--- src/common/payload_pkg.sv ---
package payload_pkg;

    // register offsets within one link, link number is the leading digit
    localparam logic [7:0] OFF_TEST_CFG = 8'hC7;
    localparam logic [7:0] OFF_STATUS   = 8'hCD;
    localparam logic [7:0] OFF_CONTROL  = 8'hCE;
    localparam logic [7:0] OFF_DATA     = 8'hCF;
    localparam logic [7:0] OFF_CONFIG   = 8'hD0;
    localparam logic [7:0] OFF_ENABLE   = 8'hD1;
    localparam logic [7:0] REG_RESET    = 8'h00;

    // field positions
    localparam int BIT_BUSY   = 0;
    localparam int BIT_RWN    = 7;
    localparam int BIT_SNAP   = 3;
    localparam int BIT_GSTRK  = 4;
    localparam int BIT_MASTER = 0;
    localparam int BIT_FIX    = 1;
    localparam int BIT_POL    = 2;
    localparam int BIT_NIBBLE_PLACEMENT_SELECT   = 3;
    localparam int BIT_SIGN_BIT_INVERT   = 3;
    localparam int BIT_ODD_BITS_INVERT   = 4;
    localparam int BIT_EVEN_BITS_INVERT   = 5;
    localparam int BIT_CHANNEL_SIG_CONDITIONING_EN = 4;

    // indirect regions, upper two address bits
    localparam logic [1:0] REGION_CTRL = 2'h0;
    localparam logic [1:0] REGION_DTRK = 2'h1;
    localparam logic [1:0] REGION_SIG  = 2'h2;
    localparam logic [4:0] T1_FIRST_CH = 5'h01;
    localparam logic [4:0] T1_LAST_CH  = 5'h18;
    localparam logic [4:0] E1_SIG_TS0  = 5'h00;
    localparam logic [4:0] E1_SIG_TS16 = 5'h10;

    // substitution selects
    localparam logic [2:0] SUBST_NONE  = 3'h0;
    localparam logic [2:0] SUBST_DTRK  = 3'h1;
    localparam logic [2:0] SUBST_ALAW  = 3'h2;
    localparam logic [2:0] SUBST_MULAW = 3'h3;

    // inversion masks
    localparam logic [7:0] MASK_SIGN = 8'h80;
    localparam logic [7:0] MASK_ODD  = 8'hAA;
    localparam logic [7:0] MASK_EVEN = 8'h55;

    // milliwatt bytes, entry 0 is the first byte, bit 0 is the lsb
    localparam logic [7:0][7:0] ALAW_MW =
        {8'h2D, 8'h85, 8'h85, 8'h2D, 8'h2C, 8'h84, 8'h84, 8'h2C};
    localparam logic [7:0][7:0] MULAW_MW =
        {8'h79, 8'hD1, 8'hD1, 8'h79, 8'h78, 8'hD0, 8'hD0, 8'h78};

    // t1/j1 framing formats
    localparam logic [1:0] FMT_SF    = 2'h0;
    localparam logic [1:0] FMT_ESF   = 2'h1;
    localparam logic [1:0] FMT_SLC96 = 2'h2;
    localparam logic [1:0] FMT_DM    = 2'h3;

endpackage

--- src/common/store_if.sv ---
`timescale 1ns/1ns
interface store_if;
    logic [6:0] host_addr;
    logic       host_we;
    logic [7:0] host_wdata;
    logic [7:0] host_rdata;
    logic [4:0] ch;
    logic [7:0] ctrl;
    logic [7:0] dtrk;
    logic [7:0] sig;
    modport owner (input host_addr, host_we, host_wdata, ch,
                   output host_rdata, ctrl, dtrk, sig);
    modport user (output host_addr, host_we, host_wdata, ch,
                  input host_rdata, ctrl, dtrk, sig);
endinterface

--- src/hw/receive_signaling_payload_ctrl.sv ---
`timescale 1ns/1ns
module receive_signaling_payload_ctrl #(
    parameter logic [3:0] LINK       = 4'h0,
    parameter int         FIFO_DEPTH = 8
) (
    // clock and reset
    input  wire logic        clk,
    input  wire logic        rst_n,
    // register port
    input  wire logic [11:0] reg_addr,
    input  wire logic        reg_wr,
    input  wire logic        reg_rd,
    input  wire logic [7:0]  reg_wdata,
    output logic      [7:0]  reg_rdata,
    // line format
    input  wire logic        e1_mode,
    input  wire logic [1:0]  t1_format,
    // received stream from the framer
    input  wire logic        rx_valid,
    output logic             rx_ready,
    input  wire logic [4:0]  rx_channel,
    input  wire logic [7:0]  rx_data,
    input  wire logic [3:0]  rx_sig,
    input  wire logic        rx_frame_start,
    input  wire logic        rx_mf_first,
    // backplane stream
    output logic             out_valid,
    input  wire logic        out_ready,
    output logic      [4:0]  out_channel,
    output logic      [7:0]  out_data,
    output logic      [7:0]  backplane_signaling_out,
    // shared pattern test configuration
    output logic      [7:0]  pattern_test_config
);
    localparam int WORD_W = 21;

    // refuse too small a buffer
    if (FIFO_DEPTH < 2) begin : g_check
        $error("receive_signaling_payload_ctrl: FIFO_DEPTH too small");
    end

    typedef enum logic {
        ACC_IDLE,
        ACC_RUN
    } acc_state_t;

    typedef struct packed {
        logic [7:0]       test_cfg;
        logic [7:0]       cfg;
        logic [7:0]       en;
        logic [7:0]       acc_ctl;
        logic [7:0]       acc_data;
        logic             busy;
        acc_state_t       acc;
        logic [31:0][3:0] snap;
        logic [2:0]       mw_next;
        logic [2:0]       mw_cur;
        logic [7:0]       rdata;
        logic             o_valid;
        logic [4:0]       o_ch;
        logic [7:0]       o_data;
        logic [7:0]       o_sig;
    } top_state_t;

    top_state_t st_reg;
    top_state_t st_next;

    store_if sif ();

    logic              fifo_in_ready;
    logic              fifo_out_valid;
    logic              fifo_out_ready;
    logic [WORD_W-1:0] fifo_in_data;
    logic [WORD_W-1:0] fifo_out_data;
    logic              accept;
    logic              link_hit;
    logic              id_ok;

    // indirect entry store
    ind_store u_store (
        .clk   (clk),
        .rst_n (rst_n),
        .sif   (sif.owner)
    );

    // buffer before the output stage
    stream_fifo #(
        .WIDTH (WORD_W),
        .DEPTH (FIFO_DEPTH)
    ) u_fifo (
        .clk       (clk),
        .rst_n     (rst_n),
        .in_valid  (rx_valid),
        .in_ready  (fifo_in_ready),
        .in_data   (fifo_in_data),
        .out_valid (fifo_out_valid),
        .out_ready (fifo_out_ready),
        .out_data  (fifo_out_data)
    );

    // outputs straight from flops
    assign rx_ready                = fifo_in_ready;
    assign reg_rdata               = st_reg.rdata;
    assign out_valid               = st_reg.o_valid;
    assign out_channel             = st_reg.o_ch;
    assign out_data                = st_reg.o_data;
    assign backplane_signaling_out = st_reg.o_sig;
    assign pattern_test_config     = st_reg.test_cfg;

    // handshake terms
    assign accept         = rx_valid & fifo_in_ready;
    assign fifo_out_ready = ~st_reg.o_valid | out_ready;
    assign link_hit       = reg_addr[11:8] == LINK;

    // indirect address valid for mode
    function automatic logic id_valid(input logic [6:0] a, input logic e1);
        if (a[6:5] == 2'h3) begin
            return 1'b0;
        end
        if (!e1) begin
            return a[4:0] >= payload_pkg::T1_FIRST_CH && a[4:0] <= payload_pkg::T1_LAST_CH;
        end
        if (a[6:5] == payload_pkg::REGION_SIG) begin
            return a[4:0] != payload_pkg::E1_SIG_TS0 && a[4:0] != payload_pkg::E1_SIG_TS16;
        end
        return 1'b1;
    endfunction

    // indirect port drive
    assign id_ok          = id_valid(st_reg.acc_ctl[6:0], e1_mode);
    assign sif.host_addr  = st_reg.acc_ctl[6:0];
    assign sif.host_wdata = st_reg.acc_data;
    assign sif.host_we    = st_reg.acc == ACC_RUN && !st_reg.acc_ctl[payload_pkg::BIT_RWN]
                            && id_ok;
    assign sif.ch         = rx_channel;

    // word path, registers, output stage
    always_comb begin
        logic       master;
        logic       t1_fmt_ok;
        logic       snap_on;
        logic       nibble_placement_select_on;
        logic [2:0] subst;
        logic [2:0] mw_idx;
        logic [7:0] d;
        logic [3:0] s;
        logic [7:0] sig_byte;

        st_next   = st_reg;
        master    = st_reg.en[payload_pkg::BIT_MASTER];
        t1_fmt_ok = !e1_mode && t1_format != payload_pkg::FMT_DM;
        snap_on   = master && st_reg.cfg[payload_pkg::BIT_SNAP] && t1_fmt_ok | e1_mode;
        nibble_placement_select_on   = master && st_reg.en[payload_pkg::BIT_NIBBLE_PLACEMENT_SELECT] && !e1_mode
                    && (t1_format == payload_pkg::FMT_ESF
                        || t1_format == payload_pkg::FMT_SLC96);
        subst     = (st_reg.cfg[2:0] != payload_pkg::SUBST_NONE) ? st_reg.cfg[2:0]
                    : sif.ctrl[2:0];
        mw_idx    = rx_frame_start ? st_reg.mw_next : st_reg.mw_cur;
        d         = rx_data;
        s         = rx_sig;
        sig_byte  = {4'h0, rx_sig};

        if (master) begin
            // data substitution
            unique case (subst)
                payload_pkg::SUBST_DTRK:  d = sif.dtrk;
                payload_pkg::SUBST_ALAW:  d = payload_pkg::ALAW_MW[mw_idx];
                payload_pkg::SUBST_MULAW: d = payload_pkg::MULAW_MW[mw_idx];
                default:                  d = rx_data;
            endcase

            // sign, odd and even inversions
            d = d ^ (sif.ctrl[payload_pkg::BIT_SIGN_BIT_INVERT] ? payload_pkg::MASK_SIGN : 8'h00);
            d = d ^ (sif.ctrl[payload_pkg::BIT_ODD_BITS_INVERT] ? payload_pkg::MASK_ODD : 8'h00);
            d = d ^ (sif.ctrl[payload_pkg::BIT_EVEN_BITS_INVERT] ? payload_pkg::MASK_EVEN : 8'h00);

            // fixed signaling, t1 sf/esf/slc-96 only
            if (st_reg.en[payload_pkg::BIT_FIX] && t1_fmt_ok) begin
                s = {4{st_reg.en[payload_pkg::BIT_POL]}};
            end

            // trunk conditioning, overrides fixed signaling, snapshot overrides it
            if (st_reg.cfg[payload_pkg::BIT_GSTRK] || sif.sig[payload_pkg::BIT_CHANNEL_SIG_CONDITIONING_EN]) begin
                s = sif.sig[3:0];
            end

            // snapshot held over the multiframe
            if (snap_on && !rx_mf_first) begin
                s = st_reg.snap[rx_channel];
            end

            // nibble placement is applied last
            sig_byte = nibble_placement_select_on ? {4'h0, s[3:2], 2'b00} : {4'h0, s};
        end

        fifo_in_data = {rx_channel, d, sig_byte};

        // snapshot capture, milliwatt phase
        if (accept) begin
            if (snap_on && rx_mf_first) begin
                st_next.snap[rx_channel] = s;
            end
            if (rx_frame_start) begin
                st_next.mw_cur  = st_reg.mw_next;
                st_next.mw_next = st_reg.mw_next + 3'h1;
            end
        end

        // indirect access sequencer
        unique case (st_reg.acc)
            ACC_IDLE: begin
                if (st_reg.busy) begin
                    st_next.acc = ACC_RUN;
                end
            end
            ACC_RUN: begin
                if (st_reg.acc_ctl[payload_pkg::BIT_RWN]) begin
                    st_next.acc_data = id_ok ? sif.host_rdata : 8'h00;
                end
                st_next.busy = 1'b0;
                st_next.acc  = ACC_IDLE;
            end
        endcase

        // writes, access regs frozen while busy
        if (reg_wr && link_hit) begin
            unique case (reg_addr[7:0])
                payload_pkg::OFF_TEST_CFG: st_next.test_cfg = reg_wdata;
                payload_pkg::OFF_CONFIG:   st_next.cfg = reg_wdata;
                payload_pkg::OFF_ENABLE:   st_next.en = reg_wdata;
                payload_pkg::OFF_CONTROL: begin
                    if (!st_reg.busy) begin
                        st_next.acc_ctl = reg_wdata;
                        st_next.busy    = 1'b1;
                    end
                end
                payload_pkg::OFF_DATA: begin
                    if (!st_reg.busy) begin
                        st_next.acc_data = reg_wdata;
                    end
                end
                default: ;
            endcase
        end

        // reads, one cycle later
        if (reg_rd) begin
            st_next.rdata = 8'h00;
            if (link_hit) begin
                unique case (reg_addr[7:0])
                    payload_pkg::OFF_TEST_CFG: st_next.rdata = st_reg.test_cfg;
                    payload_pkg::OFF_CONFIG:   st_next.rdata = st_reg.cfg;
                    payload_pkg::OFF_ENABLE:   st_next.rdata = st_reg.en;
                    payload_pkg::OFF_CONTROL:  st_next.rdata = st_reg.acc_ctl;
                    payload_pkg::OFF_DATA:     st_next.rdata = st_reg.acc_data;
                    payload_pkg::OFF_STATUS: begin
                        st_next.rdata = 8'h00;
                        st_next.rdata[payload_pkg::BIT_BUSY] = st_reg.busy;
                    end
                    default:                   st_next.rdata = 8'h00;
                endcase
            end
        end

        // backplane output stage
        if (fifo_out_ready) begin
            st_next.o_valid = fifo_out_valid;
            if (fifo_out_valid) begin
                st_next.o_ch   = fifo_out_data[20:16];
                st_next.o_data = fifo_out_data[15:8];
                st_next.o_sig  = fifo_out_data[7:0];
            end
        end
    end

    // state register
    always_ff @(posedge clk or negedge rst_n) begin
        if (!rst_n) begin
            st_reg <= '0;
        end else begin
            st_reg <= st_next;
        end
    end
endmodule

--- src/hw/stream_fifo.sv ---
`timescale 1ns/1ns
module stream_fifo #(
    parameter int WIDTH = 21,
    parameter int DEPTH = 8
) (
    // clock and reset
    input  wire logic             clk,
    input  wire logic             rst_n,
    // fill side
    input  wire logic             in_valid,
    output logic                  in_ready,
    input  wire logic [WIDTH-1:0] in_data,
    // drain side
    output logic                  out_valid,
    input  wire logic             out_ready,
    output logic      [WIDTH-1:0] out_data
);
    localparam int AW = $clog2(DEPTH);

    // refuse unusable sizes
    if (DEPTH < 2 || (DEPTH & (DEPTH - 1)) != 0 || WIDTH < 1) begin : g_check
        $error("stream_fifo: bad DEPTH");
    end

    typedef struct packed {
        logic [DEPTH-1:0][WIDTH-1:0] mem;
        logic [AW-1:0]               wr;
        logic [AW-1:0]               rd;
        logic [AW:0]                 count;
        logic                        full;
    } fifo_state_t;

    fifo_state_t st_reg;
    fifo_state_t st_next;
    logic        push;
    logic        pop;

    assign in_ready  = ~st_reg.full;
    assign out_valid = st_reg.count != '0;
    assign out_data  = st_reg.mem[st_reg.rd];

    // pointer and occupancy update
    always_comb begin
        st_next = st_reg;
        push = in_valid & ~st_reg.full;
        pop  = out_valid & out_ready;
        if (push) begin
            st_next.mem[st_reg.wr] = in_data;
            st_next.wr = st_reg.wr + 1'b1;
        end
        if (pop) begin
            st_next.rd = st_reg.rd + 1'b1;
        end
        st_next.count = st_reg.count + (AW+1)'(push) - (AW+1)'(pop);
        st_next.full  = st_next.count == (AW+1)'(DEPTH);
    end

    always_ff @(posedge clk or negedge rst_n) begin
        if (!rst_n) begin
            st_reg <= '0;
        end else begin
            st_reg <= st_next;
        end
    end
endmodule

--- src/hw/ind_store.sv ---
`timescale 1ns/1ns
module ind_store (
    // clock and reset
    input wire logic clk,
    input wire logic rst_n,
    // host and channel lookups
    store_if.owner   sif
);
    typedef struct packed {
        logic [127:0][7:0] mem;
    } store_state_t;

    store_state_t st_reg;
    store_state_t st_next;

    // host port and three per-channel lookups
    assign sif.host_rdata = st_reg.mem[sif.host_addr];
    assign sif.ctrl = st_reg.mem[{payload_pkg::REGION_CTRL, sif.ch}];
    assign sif.dtrk = st_reg.mem[{payload_pkg::REGION_DTRK, sif.ch}];
    assign sif.sig  = st_reg.mem[{payload_pkg::REGION_SIG, sif.ch}];

    always_comb begin
        st_next = st_reg;
        if (sif.host_we) begin
            st_next.mem[sif.host_addr] = sif.host_wdata;
        end
    end

    always_ff @(posedge clk or negedge rst_n) begin
        if (!rst_n) begin
            st_reg <= '0;
        end else begin
            st_reg <= st_next;
        end
    end
endmodule

--- config.mk ---
export PLATFORM = sky130hd
export DESIGN_NAME = receive_signaling_payload_ctrl
export DESIGN_NICKNAME = d
export VERILOG_FILES = /design/src/common/payload_pkg.sv /design/src/common/store_if.sv /design/src/hw/receive_signaling_payload_ctrl.sv /design/src/hw/stream_fifo.sv /design/src/hw/ind_store.sv
export SDC_FILE = /design/constraint.sdc
export NUM_CORES = 2
export LEC_CHECK = 0
export ABC_AREA = 1
export BUFFER_PORTS_ARGS = -buffer_cell sky130_fd_sc_hd__buf_4
export CAP_MARGIN = 10
export CORE_ASPECT_RATIO = 1.1
export CORE_UTILIZATION = 40
export CTS_BUF_LIST = sky130_fd_sc_hd__clkbuf_4
export DETAILED_ROUTE_END_ITERATION = 6
export HOLD_SLACK_MARGIN = 0.05
export SLEW_MARGIN = 20
export SYNTH_ARGS = -nofsm -noshare
export SYNTH_HDL_FRONTEND = slang
export SYNTH_SLANG_ARGS = --single-unit
--- constraint.sdc ---
create_clock -name clk -period 3 [get_ports clk]
set_input_delay 0 -clock clk [delete_from_list [all_inputs] [get_ports clk]]
set_output_delay 0 -clock clk [all_outputs]
set_load 0.005 [all_outputs]
Word level (Yosys, flattened, before mapping)
Memories as Yosys holds them, arrays and structs flattened. Index checks and enable logic that the tools add are counted.

Flip-flop bits (word level): 1409. Bits in latches: 0. Bits in writable memories: 0. ROM bits: 128. Input bits: 48. Output and inout port bits: 39. Logic and storage cells: 327. Memories: 2.

Add/subtract/negate cells: 5. $mul: 0. Div/mod/pow operators: 0. Magnitude comparators: 13. Equal/unequal tests: 16. Shifts and indexed selects: 0. Mux-type cells: 61. Bitwise operators: 11. Reductions and logical operators: 33.

Memories: (no name shown) (words 8, bits a word 8, read ports 1, clocked after memory_dff 0, wr ports 0, RTL line receive_signaling_payload_ctrl.sv:168) `payload_pkg::SUBST_MULAW: d = payload_pkg::MULAW_MW[mw_idx];`; (no name shown) (words 8, bits a word 8, read ports 1, clocked after memory_dff 0, wr ports 0, RTL line receive_signaling_payload_ctrl.sv:167) `payload_pkg::SUBST_ALAW: d = payload_pkg::ALAW_MW[mw_idx];`.

Operators by type and width (count): $bwmux 1024 (1); $bwmux 168 (1); $bwmux 128 (1); $bmux 8 s5 (3); $mux 8 (14); $bmux 21 s3 (1); $demux 21 s3 (1); $bmux 8 s7 (1); $demux 8 s7 (1); $eq 8x8->1 const B (6); $pmux 8 s6 (1); $mux 21 (2); $mux 4 (7); $pmux 8 s3 (1); $bmux 4 s5 (1); $demux 4 s5 (1); $mux 9 (2); $logic_and 1x1->1 (17); $lt 7x8->1 const B (2); $xor 8x8->8 (2); $mux 1 (15); $lt 3x4->1 const B (3); $reduce_and 2->1 (6); $ge 5x1->1 const B (2); 33 further kinds (47).

Logic depth before layout (Yosys ltp)
Depth in word-level cells: 14. Gate-level depth with buffers: 21. Gate-level depth less buffers: 19.

Cells and area by module
Synthesis repeated with hierarchy kept, for this count alone.

Cells, all modules: 10768. Area, all modules: 75555.0 um2.

By module, submodules not included: ind_store (instances 1, cells each 8037, area each 55249.2 um2, sequential area each 25624.6 um2); receive_signaling_payload_ctrl (instances 1, cells each 1536, area each 11041.8 um2, sequential area each 5154.9 um2); stream_fifo (instances 1, cells each 1195, area each 9263.9 um2, sequential area each 4479.3 um2).

Worst setup path after synthesis
Ideal clock, no wire load.

Path kind: reg2reg. Start: register u_fifo.st_reg[3] (netlist name). End: register u_fifo.st_reg[0] (netlist name). Library setup time: 101 ps. Arrival: 2422 ps. Data required time: 2899 ps. Path slack: 477 ps. Cell stages (with the launch flop): 12. Cells stage by stage: dfrtp_1 inv_1 ha_1 a31oi_1 clkbuf_1 ha_1 inv_1 ha_1 inv_1 fa_1 inv_1 nor4_1.

RTL lines: from (decl) (RTL line stream_fifo.sv:33) `fifo_state_t st_reg;`; from (signal assigned) (RTL line stream_fifo.sv:62) `st_reg <= st_next;`.

==> results by group <==
Synthesis
  – Area contributors post-synth: dfrtp_1 (52%), nand2_1 (12%), o21ai_0 (8.4%)
  – Sequential-to-total area share from yosys stat: 51.9%
  – Post-Synthesis Cells: 6582
  – Ys flop type: dfrtp_1
  – Largest area contributor in the netlist: dfrtp_1
  – Commonest cells post-synth: nand2_1 (1655), dfrtp_1 (1117), o21ai_0 (906)
  – Post-Syn Area per Cell: 8.18 um^2
  – EDFF count, synth: 0
  – Top-area cell type share of the netlist area: 51.9%
  – FF+latch count, synth: 1117
  – Yosys cell types: 55
  – Mapped cell area: 0.0538 mm^2
  – Count leader, synth: nand2_1
  – Ys async rst share: 100%
  – Ys Warns: 0

Die
  – Row Count: 140
  – Die area: 0.136 mm^2
  – Die H: 387 um
  – Die width: 352 um
  – Starting Density: 40.5%
  – I/O pin count: 87
  – CORE AREA: 0.133 mm^2

STA
  – Max Freq: 331 MHz
  – RSZ-0062 raised after global routing: yes
  – Slew HR: 32.1%
  – Fin crit share: 101%
  – Clock skew: 0.0987 ns
  – Crit path time final: 3.02 ns
  – Final Max Slew Viols: 0
  – Worst-Margin Slew: 1.02 ns
  – Hold_ws: 0.123 ns
  – Final WS setup: -0.0187 ns
  – Final setup viols: 1
  – Hold Vio Cnt, Final: 0

CTS
  – Skew-Pair Late Insertion Delay: 1.31 ns
  – Clock Tree Buf Depth: 4
  – Clock Sinks: 1117
  – CTS tree: yes
  – Clk pin slew, worst setup/hold paths: 0.06 ns
  – CTS buffer count: 319
  – Root buffer cell: clkbuf_4
  – H-tree depth: 5

Place
  – RD Place Congestion: 0.953
  – I/O Buffers: 82
  – Detailed Place HPWL: 140000 um
  – Placement Cell Area: 0.0583 mm^2
  – Post-place setup slack: -0.0621 ns

Critical path
  – CP required: 4.19 ns
  – Critical setup path kind: reg2reg
  – Setup crit start kind: flop
  – Worst setup EP type: flop
  – Maximum fanout along the worst path: 6
  – Worst EP arrival: 4.20 ns

Detailed routing
  – DRT iter0 DRCs: 6263
  – WL/cell: 24.1 um
  – DRC: 0
  – Via-per-instance ratio: 5.84
  – Total Wirelength: 216000 um
  – ANT nets after route: 0
  – Detailed-route via count: 52200
  – Drt first pass iters: 7

Outcome
  – Failing checks: setup timing
  – Status: finished with violations

Power
  – Pwr/cell area: 563 mW/mm^2
  – Lkg Pwr: 29.8 nW
  – VDD IR max: 0.455 mV

GRT
  – Initial antenna violation count: 9
  – Vias in the first global route: 50800
  – GRT Overall Usage: 31.4%
  – Pin count of the biggest net entering global routing: 96
  – Grt ovf: 0
  – First-pass GRT wire length: 321000 um

Min path
  – Hold Crit Class: in2reg

Finish
  – Share of cells above drive strength 1: 15.3%
  – Cell area after layout: 0.0634 mm^2
  – Nets: 7040
  – Area Overhead vs Synth: 17.8%
  – Max reg flops: 768

Run
  – Max cap viols: 0
-- worst paths after layout --
| check | startpoint | endpoint | slack [ns] | cells past startpoint |
|---|---|---|---|---|
| min in group asynchronous | rst_n | u_fifo.st_reg[173]$_DFFE_PN0P_ | 0.52 | 5 |
| max | sif.host_addr[1]$_DFFE_PN0P_ | sif.host_wdata[4]$_DFF_PN0_ | -0.02 | 13 |
| min reg2reg | u_store.st_reg[518]$_DFFE_PN0P_ | u_store.st_reg[518]$_DFFE_PN0P_ | 0.38 | 0 |
| min | reg_addr[3] | reg_rdata[5]$_DFFE_PN0P_ | 0.12 | 7 |
| max reg2reg | sif.host_addr[1]$_DFFE_PN0P_ | sif.host_wdata[4]$_DFF_PN0_ | -0.02 | 13 |
| max in group asynchronous | rst_n | u_store.st_reg[57]$_DFFE_PN0P_ | 1.37 | 7 |
-- kinds of logic after synthesis --
family / after synthesis / share of synthesized area [%]
xor gates and xnor gates: 8 / 0.130
and+or+nand+nor: 2540 / 19.4
buffers and inverters: 911 / 7.03
DFF: 1117 / 51.9
AOI/OAI and AO/OA: 1995 / 21.2
other: 1 / 0.00697
adders and majority gates: 10 / 0.246
-- power breakdown --
part	internal (mW)	switching (mW)
registers	16.2	0.594
logic	1.91	3.49
clock network	7.03	6.55
-- timing repair --
item / 4_1_cts / 5_1_grt
hold endpoints to repair: 1749 / 0
gates resized for setup: 0 / 20
setup buffers: 0 / 4
endpoints found under the setup margin: 0 / 200
hold buffers: 124 / 0
-- metrics by stage --
step | instances | setup TNS (ns) | utilization [%] | total power, mW
after global placement | 8311 | -1.75 | 43.9 | 22.1
after detailed placement | 8311 | -1.07 | 43.9 | 22.2
after global routing | 8939 | -2.71 | 47.7 | 37.5
after floorplan | 6585 | 0 | - | 20.2
final | 8943 | -0.0187 | 47.7 | 35.7
after CTS | 8937 | 0 | 47.6 | 35.9
-- critical path: stages (launching register included) --
cell	delay (ns)
dfrtp_1	0.39
nor2_2	0.23
nand2_4	0.12
o21ai_1	0.16
nand2_1	0.08
a21oi_2	0.13
inv_2	0.06
nor2_1	0.65
inv_1	0.28
a21oi_1	0.22
nand4_1	0.11
nor2_1	0.23
nand2_1	0.09
a21oi_1	0.18
-- cell usage in the layout, fill, tap and decap left out, types with 5 or more instances in the layout --
cell type | netlist | routed
o31ai_1 | 9 | 8
buf_4 | 47 | 400
nor3_1 | 68 | 67
nand3_1 | 210 | 204
o221ai_1 | 42 | 42
nand2_2 | 7 | 6
o211ai_1 | 21 | 21
o41ai_1 | 38 | 35
nand2_4 | 0 | 5
nor2_4 | 11 | 23
o22ai_1 | 466 | 466
a21oi_1 | 262 | 262
o21ai_1 | 84 | 84
nor2_2 | 29 | 22
ha_1 | 9 | 9
nand4_1 | 34 | 34
dlygate4sd3_1 | 0 | 120
nor4_1 | 15 | 15
nor3_4 | 1 | 7
nor2_1 | 443 | 438
dfrtp_1 | 1117 | 1116
o22a_1 | 12 | 12
inv_2 | 18 | 29
a221oi_1 | 12 | 12
xor2_1 | 5 | 5
inv_1 | 366 | 360
buf_12 | 0 | 73
clkinv_1 | 7 | 45
diode_2 | 0 | 5
or2_2 | 43 | 43
o2111ai_1 | 22 | 22
o21ai_0 | 906 | 905
nand3_4 | 0 | 6
clkbuf_4 | 0 | 455
a22oi_1 | 102 | 102
nand2_1 | 1655 | 1651
nand3_2 | 7 | 7
-- routing by layer --
metal	wire length, um	vias to the layer above	GRT usage [%]
met5	69	-	0
met4	13300	10	18.6
met3	20400	685	7.13
met2	97500	3037	48.4
met1	84500	25100	39.9
li1	-	23300	-
-- final cells by class --
class,count,area (um^2)
timing repair buffer,595,5710
clock inverter,47,230
inverter,392,1480
multi-input combinational,4557,22400
tap,1775,2220
antenna,5,12.5
fill,12900,69600
sequential,1117,28000
clock buffer,455,3420
(Power assumes the default switching activity.)
